## config.mk

```make
export PLATFORM = sky130hd
export DESIGN_NAME = counter_array_capture_compare
export DESIGN_NICKNAME = d
export VERILOG_FILES = /design/src/counter_array_pkg.sv /design/src/capture_compare_module.sv /design/src/counter_array_capture_compare.sv
export SDC_FILE = /design/constraint.sdc
export NUM_CORES = 1
export LEC_CHECK = 0
export BUFFER_PORTS_ARGS = -buffer_cell sky130_fd_sc_hd__buf_2
export CAP_MARGIN = 25
export CORE_UTILIZATION = 40
export DETAILED_ROUTE_END_ITERATION = 10
export SLEW_MARGIN = 30
export SYNTH_ARGS = -nofsm -noshare
export SYNTH_HDL_FRONTEND = slang
export SYNTH_SLANG_ARGS = --single-unit
```

## constraint.sdc

```tcl
create_clock -name sys_clk_in -period 2.4 [get_ports sys_clk_in]
set_input_delay 0.12 -clock sys_clk_in [delete_from_list [all_inputs] [get_ports sys_clk_in]]
set_output_delay 0.12 -clock sys_clk_in [all_outputs]
set_load 0.1 [all_outputs]
```

## src/counter_array_pkg.sv

```systemverilog
// Purpose: Shared constants of the counter array and its capture modules
// Assumes: Byte-wide special function register access
// Notes: Module index n runs 0 to 2
package counter_array_pkg;
  // ****************************************
  // Register addresses
  // ****************************************
  localparam logic [7:0] CTRL_ADDR = 8'hd8;
  localparam logic [7:0] CFG_ADDR = 8'hd9;
  localparam logic [7:0] COUNT_LOW_ADDR = 8'hf9;
  localparam logic [7:0] COUNT_HIGH_ADDR = 8'hfa;
  localparam logic [2:0][7:0] MODE_ADDR = {8'hdc, 8'hdb, 8'hda};
  localparam logic [2:0][7:0] CMP_LOW_ADDR = {8'heb, 8'he9, 8'hfb};
  localparam logic [2:0][7:0] CMP_HIGH_ADDR = {8'hec, 8'hea, 8'hfc};
  localparam int NUM_MODULES = 3;

  // ****************************************
  // Field positions and reset values
  // ****************************************
  localparam int MODE_WIDE_BIT = 7;
  localparam int MODE_CMP_BIT = 6;
  localparam int MODE_RISE_BIT = 5;
  localparam int MODE_FALL_BIT = 4;
  localparam int MODE_MATCH_BIT = 3;
  localparam int MODE_TOG_BIT = 2;
  localparam int MODE_PWM_BIT = 1;
  localparam int MODE_IRQ_BIT = 0;
  localparam int CTRL_OVF_BIT = 7;
  localparam int CTRL_RUN_BIT = 6;
  localparam int CFG_TB_LSB = 1;
  localparam int CFG_OVF_IRQ_BIT = 0;
  localparam logic [7:0] BYTE_RESET = 8'h00;
  localparam logic [15:0] COUNT_MAX = 16'hffff;
  localparam logic [15:0] COUNT_ONE = 16'h0001;

  // ****************************************
  // Timebase codes and dividers
  // ****************************************
  localparam logic [2:0] TB_DIV12 = 3'h0;
  localparam logic [2:0] TB_DIV4 = 3'h1;
  localparam logic [2:0] TB_TIMER0 = 3'h2;
  localparam logic [2:0] TB_EXT_FALL = 3'h3;
  localparam logic [2:0] TB_SYSCLK = 3'h4;
  localparam logic [2:0] TB_EXTCLK8 = 3'h5;
  localparam logic [3:0] DIV12_LAST = 4'hb;
  localparam logic [1:0] DIV4_LAST = 2'h3;
  localparam logic [2:0] DIV8_LAST = 3'h7;
endpackage

```

## src/capture_compare_module.sv

```systemverilog
// Purpose: One capture/compare module of the counter array
// Assumes: Pin and counter are synchronous to sys_clk_in
// Notes: Match is judged only in the cycle after the counter advances
`timescale 1ns/1ps
module capture_compare_module (
  input wire logic sys_clk_in, // System clock
  input wire logic rstn_in, // Synchronous reset, active low
  input wire logic [7:0] mode_in, // Mode byte
  input wire logic [15:0] count_in, // Shared counter
  input wire logic count_new_in, // Counter advanced last cycle
  input wire logic pin_in, // Module pin level
  input wire logic wr_low_in, // Write strobe, low byte
  input wire logic wr_high_in, // Write strobe, high byte
  input wire logic [7:0] wdata_in, // Write data
  output logic [15:0] value_out, // Capture/compare value
  output logic event_out, // Flag set pulse
  output logic pin_out, // Pin drive level
  output logic pin_oe_n_out // Pin drive enable, active low
);
  typedef struct packed {
    logic [15:0] value;
    logic pin;
    logic pin_prev;
  } cc_state_t;

  cc_state_t st_r;
  cc_state_t st_nxt;
  logic cap_hit;
  logic match;
  logic low_ovf;
  logic full_ovf;
  logic pwm_on;
  logic tog_on;

  // Edge, match and overflow detection
  always_comb
  begin
    pwm_on = mode_in[counter_array_pkg::MODE_PWM_BIT];
    tog_on = mode_in[counter_array_pkg::MODE_TOG_BIT];
    cap_hit = (pin_in & ~st_r.pin_prev & mode_in[counter_array_pkg::MODE_RISE_BIT])
      | (~pin_in & st_r.pin_prev & mode_in[counter_array_pkg::MODE_FALL_BIT]);
    low_ovf = count_new_in && (count_in[7:0] == counter_array_pkg::BYTE_RESET);
    full_ovf = low_ovf && (count_in[15:8] == counter_array_pkg::BYTE_RESET);
    if (pwm_on && !tog_on && !mode_in[counter_array_pkg::MODE_WIDE_BIT])
    begin
      match = count_in[7:0] == st_r.value[7:0];
    end
    else
    begin
      match = count_in == st_r.value;
    end
    match = match && count_new_in && mode_in[counter_array_pkg::MODE_CMP_BIT];
  end

  // Next state of value and pin
  always_comb
  begin
    st_nxt = st_r;
    st_nxt.pin_prev = pin_in;
    if (wr_low_in)
    begin
      st_nxt.value[7:0] = wdata_in;
    end
    if (wr_high_in)
    begin
      st_nxt.value[15:8] = wdata_in;
    end
    if (cap_hit)
    begin
      st_nxt.value = count_in;
    end
    case ({pwm_on, tog_on})
      2'h3:
      begin
        // Frequency output: toggle and step the next match point
        if (match)
        begin
          st_nxt.pin = ~st_r.pin;
          st_nxt.value[7:0] = st_r.value[7:0] + st_r.value[15:8];
        end
      end
      2'h2:
      begin
        // Pulse width: high from match until overflow
        if (mode_in[counter_array_pkg::MODE_WIDE_BIT])
        begin
          if (full_ovf)
          begin
            st_nxt.pin = 1'b0;
          end
        end
        else if (low_ovf)
        begin
          st_nxt.pin = 1'b0;
          st_nxt.value[7:0] = st_r.value[15:8];
        end
        if (match)
        begin
          st_nxt.pin = 1'b1;
        end
      end
      2'h1:
      begin
        if (match)
        begin
          st_nxt.pin = ~st_r.pin;
        end
      end
      default:
      begin
        st_nxt.pin = st_r.pin;
      end
    endcase
  end

  // State register
  always_ff @(posedge sys_clk_in)
  begin
    if (!rstn_in)
    begin
      st_r <= '0;
    end
    else
    begin
      st_r <= st_nxt;
    end
  end

  // Outputs
  assign value_out = st_r.value;
  assign event_out = cap_hit | (match & mode_in[counter_array_pkg::MODE_MATCH_BIT]);
  assign pin_out = st_r.pin;
  assign pin_oe_n_out = ~(pwm_on | tog_on);
endmodule

```

## src/counter_array_capture_compare.sv

```systemverilog
// Purpose: Counter array with shared counter and three capture modules
// Assumes: Byte register port synchronous to sys_clk_in, inputs synchronous
// Notes: Read data appears one cycle after the read strobe
`timescale 1ns/1ps

// Notes on behaviour
// - Width-select bit picks 8-bit or 16-bit pulse width generation.
// - Comparator works only while its enable bit is set.
// - Rising pin edges capture only while rising enable is set.
// - Falling pin edges capture only while falling enable is set.
// - With match enabled, counter equal to module value sets the flag.
// - With toggle enabled, each match inverts the module pin.
// - Toggle plus pulse width gives frequency output mode.
// - Pulse width enable drives a modulated waveform on the pin.
// - Flag plus its interrupt enable raises the request; else masked.
// - Counter is read and written as low and high bytes.
// - Each module value is reached as low and high bytes.
// - Three identical modules with their own addresses.
// - Module flag set by match or capture, cleared only by software.
// - Overflow flag set on wrap from all ones, cleared by software.
// - Counter advances only while run bit is one.
// - Timebase field selects one of six count sources.
module counter_array_capture_compare (
  input wire logic sys_clk_in, // System clock, 250 MHz
  input wire logic rstn_in, // Synchronous reset, active low
  input wire logic [7:0] sfr_addr_in, // Register address
  input wire logic sfr_wr_in, // Write strobe
  input wire logic [7:0] sfr_wdata_in, // Write data
  input wire logic sfr_rd_in, // Read strobe
  output logic [7:0] sfr_rdata_out, // Read data, one cycle later
  input wire logic timer0_ovf_in, // Timer 0 overflow pulse
  input wire logic external_count_input_in, // Count pin, falling edges
  input wire logic ext_clock_in, // External clock level
  input wire logic [2:0] module_io_pin_in, // Module pin levels
  output logic [2:0] module_io_pin_out, // Module pin drive
  output logic [2:0] module_io_pin_oe_n_out, // Module pin enable, active low
  output logic irq_req_out // Interrupt request
);
  typedef struct packed {
    logic [15:0] count;
    logic run;
    logic ovf_flag;
    logic [2:0] mod_flag;
    logic [2:0] tb_sel;
    logic ovf_irq_en;
    logic [2:0][7:0] mode;
    logic [3:0] div12;
    logic [1:0] div4;
    logic [2:0] div8;
    logic count_pin_prev;
    logic ext_prev;
    logic tick_d;
    logic [7:0] rdata;
  } top_state_t;

  top_state_t st_r;
  top_state_t st_nxt;
  logic tb_tick;
  logic tick;
  logic ext_rise;
  logic wr_ctrl;
  logic [2:0] events;
  logic [2:0] wr_low;
  logic [2:0] wr_high;
  logic [2:0][15:0] values;

  // ****************************************
  // Capture/compare modules
  // ****************************************
  // Write strobes per module
  always_comb
  begin
    for (int i = 0; i < counter_array_pkg::NUM_MODULES; i++)
    begin
      wr_low[i] = sfr_wr_in && (sfr_addr_in == counter_array_pkg::CMP_LOW_ADDR[i]);
      wr_high[i] = sfr_wr_in && (sfr_addr_in == counter_array_pkg::CMP_HIGH_ADDR[i]);
    end
  end

  // Three identical modules
  generate
    for (genvar g = 0; g < counter_array_pkg::NUM_MODULES; g++)
    begin : g_mod
      capture_compare_module u_mod (
        .sys_clk_in(sys_clk_in),
        .rstn_in(rstn_in),
        .mode_in(st_r.mode[g]),
        .count_in(st_r.count),
        .count_new_in(st_r.tick_d),
        .pin_in(module_io_pin_in[g]),
        .wr_low_in(wr_low[g]),
        .wr_high_in(wr_high[g]),
        .wdata_in(sfr_wdata_in),
        .value_out(values[g]),
        .event_out(events[g]),
        .pin_out(module_io_pin_out[g]),
        .pin_oe_n_out(module_io_pin_oe_n_out[g])
      );
    end
  endgenerate

  // ****************************************
  // Timebase selection
  // ****************************************
  // Count source for the shared counter
  always_comb
  begin
    ext_rise = ext_clock_in & ~st_r.ext_prev;
    case (st_r.tb_sel)
      counter_array_pkg::TB_DIV12: tb_tick = st_r.div12 == counter_array_pkg::DIV12_LAST;
      counter_array_pkg::TB_DIV4: tb_tick = st_r.div4 == counter_array_pkg::DIV4_LAST;
      counter_array_pkg::TB_TIMER0: tb_tick = timer0_ovf_in;
      counter_array_pkg::TB_EXT_FALL: tb_tick = st_r.count_pin_prev & ~external_count_input_in;
      counter_array_pkg::TB_SYSCLK: tb_tick = 1'b1;
      counter_array_pkg::TB_EXTCLK8: tb_tick = ext_rise && (st_r.div8 == counter_array_pkg::DIV8_LAST);
      default: tb_tick = 1'b0;
    endcase
    tick = tb_tick && st_r.run;
  end

  // ****************************************
  // Register file and counter
  // ****************************************
  assign wr_ctrl = sfr_wr_in && (sfr_addr_in == counter_array_pkg::CTRL_ADDR);

  // Next state of counter, flags, dividers and registers
  always_comb
  begin
    st_nxt = st_r;
    st_nxt.count_pin_prev = external_count_input_in;
    st_nxt.ext_prev = ext_clock_in;
    st_nxt.tick_d = tick;
    st_nxt.div12 = (st_r.div12 == counter_array_pkg::DIV12_LAST) ? '0 : st_r.div12 + 4'h1;
    st_nxt.div4 = st_r.div4 + 2'h1;
    if (ext_rise)
    begin
      st_nxt.div8 = st_r.div8 + 3'h1;
    end
    if (tick)
    begin
      st_nxt.count = st_r.count + counter_array_pkg::COUNT_ONE;
    end
    if (sfr_wr_in)
    begin
      for (int i = 0; i < counter_array_pkg::NUM_MODULES; i++)
      begin
        if (sfr_addr_in == counter_array_pkg::MODE_ADDR[i])
        begin
          st_nxt.mode[i] = sfr_wdata_in;
        end
      end
      case (sfr_addr_in)
        counter_array_pkg::CTRL_ADDR:
        begin
          st_nxt.run = sfr_wdata_in[counter_array_pkg::CTRL_RUN_BIT];
          st_nxt.ovf_flag = sfr_wdata_in[counter_array_pkg::CTRL_OVF_BIT];
          st_nxt.mod_flag = sfr_wdata_in[2:0];
        end
        counter_array_pkg::CFG_ADDR:
        begin
          st_nxt.tb_sel = sfr_wdata_in[counter_array_pkg::CFG_TB_LSB +: 3];
          st_nxt.ovf_irq_en = sfr_wdata_in[counter_array_pkg::CFG_OVF_IRQ_BIT];
        end
        counter_array_pkg::COUNT_LOW_ADDR: st_nxt.count[7:0] = sfr_wdata_in;
        counter_array_pkg::COUNT_HIGH_ADDR: st_nxt.count[15:8] = sfr_wdata_in;
        default: st_nxt.run = st_nxt.run;
      endcase
    end
    // Hardware set wins over a software clear in the same cycle
    if (tick && (st_r.count == counter_array_pkg::COUNT_MAX))
    begin
      st_nxt.ovf_flag = 1'b1;
    end
    st_nxt.mod_flag = st_nxt.mod_flag | events;
    st_nxt.rdata = counter_array_pkg::BYTE_RESET;
    if (sfr_rd_in)
    begin
      case (sfr_addr_in)
        counter_array_pkg::CTRL_ADDR:
          st_nxt.rdata = {st_r.ovf_flag, st_r.run, 3'h0, st_r.mod_flag};
        counter_array_pkg::CFG_ADDR:
          st_nxt.rdata = {4'h0, st_r.tb_sel, st_r.ovf_irq_en};
        counter_array_pkg::COUNT_LOW_ADDR: st_nxt.rdata = st_r.count[7:0];
        counter_array_pkg::COUNT_HIGH_ADDR: st_nxt.rdata = st_r.count[15:8];
        default:
        begin
          for (int i = 0; i < counter_array_pkg::NUM_MODULES; i++)
          begin
            if (sfr_addr_in == counter_array_pkg::MODE_ADDR[i])
            begin
              st_nxt.rdata = st_r.mode[i];
            end
            if (sfr_addr_in == counter_array_pkg::CMP_LOW_ADDR[i])
            begin
              st_nxt.rdata = values[i][7:0];
            end
            if (sfr_addr_in == counter_array_pkg::CMP_HIGH_ADDR[i])
            begin
              st_nxt.rdata = values[i][15:8];
            end
          end
        end
      endcase
    end
  end

  // State register
  always_ff @(posedge sys_clk_in)
  begin
    if (!rstn_in)
    begin
      st_r <= '0;
    end
    else
    begin
      st_r <= st_nxt;
    end
  end

  // ****************************************
  // Outputs
  // ****************************************
  // Request from enabled flags
  always_comb
  begin
    irq_req_out = st_r.ovf_flag & st_r.ovf_irq_en;
    for (int i = 0; i < counter_array_pkg::NUM_MODULES; i++)
    begin
      irq_req_out = irq_req_out
        | (st_r.mod_flag[i] & st_r.mode[i][counter_array_pkg::MODE_IRQ_BIT]);
    end
  end

  assign sfr_rdata_out = st_r.rdata;
endmodule

```

# After elaboration in Yosys (flattened, before gate mapping)
# Index checks and enable logic that the tools add are counted.
# word_totals
elab_cells,243
ff_bits,123
input_bits,26
out_inout_bits,15
# classes
reduce_logical,51
n_addsub,7
bitwise,49
mux,59
eq_ne,49
# op_table
op,count
8-bit 2-to-1 mux,23
8-bit equality test (second input constant),13
16-bit 2-to-1 mux,4
9-bit 2-to-1 mux,6
49-bit 2-to-1 mux,1
16-bit equality test,3
8-bit one-hot mux with 2 select lines,3
8-bit one-hot mux with 4 select lines,1
8-bit adder,3
8-bit equality test,3
1-bit logical AND,23
1-bit bitwise AND,21
16-bit by 1-bit adder with 16-bit output (second input constant),1
16-bit equality test (second input constant),1
8-bit logical NOT,2
4-bit by 3-bit inequality test with 1-bit output (second input constant),4
1-bit 2-to-1 mux,15
1-bit NOT,15
5-bit AND reduction,3
2-bit equality test (second input constant),7
2-bit AND reduction,7
2-bit by 1-bit inequality test with 1-bit output (second input constant),6
1-bit OR,12
2-bit nonzero test,5
other kinds (17),33

# Logic depth before layout (Yosys ltp)
# depth
depth_word,11
mapped_depth,9
ltp_nobuf,9

# Hierarchy
# A second synthesis with hierarchy kept.
# hier_totals
hier_cells,1170
hier_area_um2,9467.8
# by_module_without_submodules
module,cells_each,area_per_inst_um2,instances
capture_compare_module,219,1785.5,3
counter_array_capture_compare,513,4111.4,1

# Worst setup path before layout
# OpenSTA, ideal clock, no wires.
# synth_timing
kind,register to register
startpoint,register st_r[65] in the netlist's numbering
endpoint,"register g_mod[0].u_mod.st_r, in the netlist g_mod[0].u_mod.pin_out"
slack_ns,0.415
arrival_time_ns,1.869
required_ns,2.284
path_buffers,1
period_less_slack_ns,1.985
stages_incl_launch_ff,8
path_cell_list,dfxtp_1 -> buf_2 -> nor4_1 -> nand2_1 -> a21o_2 -> a211oi_1 -> mux2_2 -> o211a_1
# synth_between
elab_chain_cells,6
# synth_lines
item,line,source
"start, declared",counter_array_capture_compare.sv:56,top_state_t st_r;
"start signal, assigned",counter_array_capture_compare.sv:216,st_r <= st_nxt;
16-bit equality test,capture_compare_module.sv:50,match = count_in == st_r.value;
1-bit 2-to-1 mux,capture_compare_module.sv:44,if (pwm_on && !tog_on && !mode_in[counter_array_pkg::MODE_WIDE_BIT])
1-bit logical AND (2 in a row),capture_compare_module.sv:52,match = match && count_new_in && mode_in[counter_array_pkg::MODE_CMP_BIT];
4-bit by 2-bit inequality test with 1-bit output (no line) (tied with other cells),n/a,
5-bit AND reduction (no line) / 1-bit one-hot mux with 3 select lines (equally long branches),n/a,
"end signal, assigned",capture_compare_module.sv:125,st_r <= st_nxt;
"end, declared",capture_compare_module.sv:26,cc_state_t st_r;
# Parallel ways exist; a longest one is shown, timed or not.
# A chain may end at the register's enable or synchronous reset.

# Worst setup path after layout
# layout_timing
startpoint,register st_r[59] in the netlist's numbering
endpoint,"register g_mod[2].u_mod.st_r, in the netlist g_mod[2].u_mod.value_out[7]"
# layout_between
elab_chain_cells,6
# layout_lines
item,line,source
16-bit equality test / 8-bit equality test (equally long branches),"capture_compare_module.sv:50, capture_compare_module.sv:46",
1-bit 2-to-1 mux,capture_compare_module.sv:44,
1-bit logical AND (2 in a row),capture_compare_module.sv:52,
9-bit 2-to-1 mux,capture_compare_module.sv:76,if (match)
8-bit one-hot mux with 2 select lines (*),capture_compare_module.sv:72,"case ({pwm_on, tog_on})"
"end signal, assigned",capture_compare_module.sv:125,
"end, declared",capture_compare_module.sv:26,
# Mark *: on every way between the ends. The rest lies on a longest branch, timed or not. The select of a mux whose other input is x is not followed.

==> impl_metrics.ini <==
[status]
status = finished clean

[clock_tree]
root_buffer = clkbuf_16
path_clk_slew_ns = 0.07
clk_latency_ns = 0.44
cts_buffer_depth = 2
cts_inserted_buffers = 17
cts_sinks = 123
htreeDepth = 4
cts_setup_buffers = 0
cts_tree = yes

[placed_design]
hpwl_um = 24600
place_congestion = 0.950
port_buffers = 40

[synth]
synth_area_leaders = dfxtp_1 27%, mux2i_1 6.1%, ha_1 5.4%
synth_edf_count = 0
synthesis.nets = 1188
ys.warnings.count = 0
syn_inst = 1120
syn_area_per_cell_sq_um = 8.03
async_flop_share_pct = 0
synth.most_common_cell = dfxtp_1
synthTopCellsByCount = 123 x dfxtp_1, 122 x nand2_1, 106 x nor2_1
yosysTopAreaCell = dfxtp_1
synth_seq_cells = 123
synthFlopType = dfxtp_1
synth_top_area_share_pct = 27.4
ys_seq_area_share_pct = 27.4
synthDistinctLibCells = 81
syn_area_sq_um = 9000

[finish]
diodes = 0
drive_above_1_share_pct = 15.8
finish.utilization_pct = 46.9
syn_to_final_growth_pct = 14.5
n_fill_cell = 2154
nNetsFinal = 1235

[timing]
drv_slew = 0
hold_violations = 0
rsz0062_at_grt = no
period_needed_ns = 2.27
maxSlewHeadroom_pct = 54.0
worstMarginPinSlew_ns = 0.689
setup_viol = 0
max_freq_mhz = 441
finClkSkew_ns = 0.0166
setup_tns_ns = 0
period_share_pct = 94.6
hold_ws_ns = 0.0768

[critical_path]
crit_fanout = 8
required_ns = 2.70
worstPathArrival_ns = 2.58
critical_path_class = flop to flop
end_kind = flop
slowest_stage = dfxtp_1
startpoint_type = flop
slowest_delay_ns = 0.61
crit_chain = xor2_1 -> nor4_2 -> nand3_2 -> a311o_2 -> a22oi_1 -> o21ai_1

[routing]
drtIter0Drc = 1065
vias = 8965
drc = 0
routed_wl_um = 33100
ant_nets = 0
wire_per_inst_um = 22.7
viasPerCell = 6.14
firstDrtPassIters = 6

[hold_path]
holdCritPathClass = primary input to flop

[grt]
gr-total-overflow = 0
grt_pass1_vias = 8479
antenna_found_initial = 0
grt_max_degree = 60
track_usage_pct = 28.7
grt_pass1_wl_um = 50600

[power]
p_per_area_nw_per_um2 = 509
ir_drop_v = 0.000556
static-leakage-power_nw = 4.22

[floorplan]
initial_core_util_pct = 41.0
core_area_sq_um = 22000
num_io_pins = 41
rows = 54
die_x_um = 152
dieArea_sq_um = 23100
die_height_um = 152

[run]
drv_cap = 0
worst max-delay path, delay by kind of cell (launching register included):
kind                      cells  cell delay, ns
DFF                           1            0.61
AOI/OAI and AO/OA             3            0.79
xor gates and xnor gates      1            0.15
and+or+nand+nor               2            0.60
per-stage QoR:
| stage | total power [W] | setup WS (ns) | cell area (sq um) | std cells |
|---|---|---|---|---|
| 3_5_place_dp | 0.00242 | 0.0693 | 9600 | 1423 |
| 2_1_floorplan | 0.00229 | 0.415 | 9000 | 1120 |
| 4_1_cts | 0.00527 | 0.0540 | 10300 | 1460 |
| 6_report | 0.00525 | 0.130 | 10300 | 1460 |
| 3_3_place_gp | 0.00242 | 0.105 | 9600 | 1423 |
| 5_1_grt | 0.00540 | 0.0175 | 10300 | 1460 |
metal layers:
metal  vias to the layer above  track usage (%)  routed length, um
met3                       101             6.33               3240
li1                       4135                -                  -
met1                      4242             38.1              14100
met5                         -                0                  0
met4                         0             14.0               1440
met2                       487             44.1              14400
path summary, 6_finish.rpt:
| path | slack, ns | endpoint | cells after the start | start |
|---|---|---|---|---|
| max | 0.13 | g_mod[2].u_mod.value_out[7] | 6 | st_r[59] |
| max reg2reg | 0.13 | g_mod[2].u_mod.value_out[7] | 6 | st_r[59] |
| min | 0.08 | g_mod[1].u_mod.value_out[7] | 3 | rstn_in |
| min reg2reg | 0.42 | st_r[14] | 1 | st_r[14] |
cells in the final DEF (no fill, tap or decap), types with 27 or more instances in the layout:
cell type	count
a21oi_1	81
o21ai_0	39
xor2_1	31
mux2i_1	55
inv_1	39
nor2_1	105
buf_4	77
dfxtp_1	122
nand2_1	122
xnor2_1	55
nand3_1	38
a22oi_1	27
buf_2	40
ha_1	39
report_power, final:
group / total, W / internal [W] / switching (W)
registers: 0.00207 / 0.00206 / 0.0000138
logic: 0.000322 / 0.000100 / 0.000222
clock network: 0.00285 / 0.00170 / 0.00115
layout make-up:
type	count	area, sq um	area share, %
multi-input cells	863	5860	56.9
well taps	280	350	3.40
clock buffers	17	425	4.13
repair buffers	122	828	8.04
flip-flops and latches	123	2460	23.9
inverters	40	150	1.46
clock inverters	15	218	2.11
registers in the layout, summed over array words and instances (netlist names):
| name | flops |
|---|---|
| st_r | 61 |
| g_mod.u_mod.value_out | 48 |
| sfr_rdata_out | 8 |
| g_mod.u_mod.pin_out | 3 |
| g_mod.u_mod.st_r | 3 |
logic make-up after synthesis:
kind of cell               count (synthesis)  synth area share [%]
and+or+nand+nor                          366                  20.4
AOI/OAI and AO/OA                        308                  23.3
buffers and inverters                    134                  7.59
xor gates and xnor gates                  86                  8.37
muxes                                     61                  6.87
adders and majority gates                 42                  6.09
DFF                                      123                  27.4
what timing repair did:
action,in CTS,in global routing
resized for setup,0,4
hold buffers,5,0
endpoints found under the hold margin,5,0
setup endpoints to repair,0,9
Note: power is estimated with default switching activity, not from simulation.
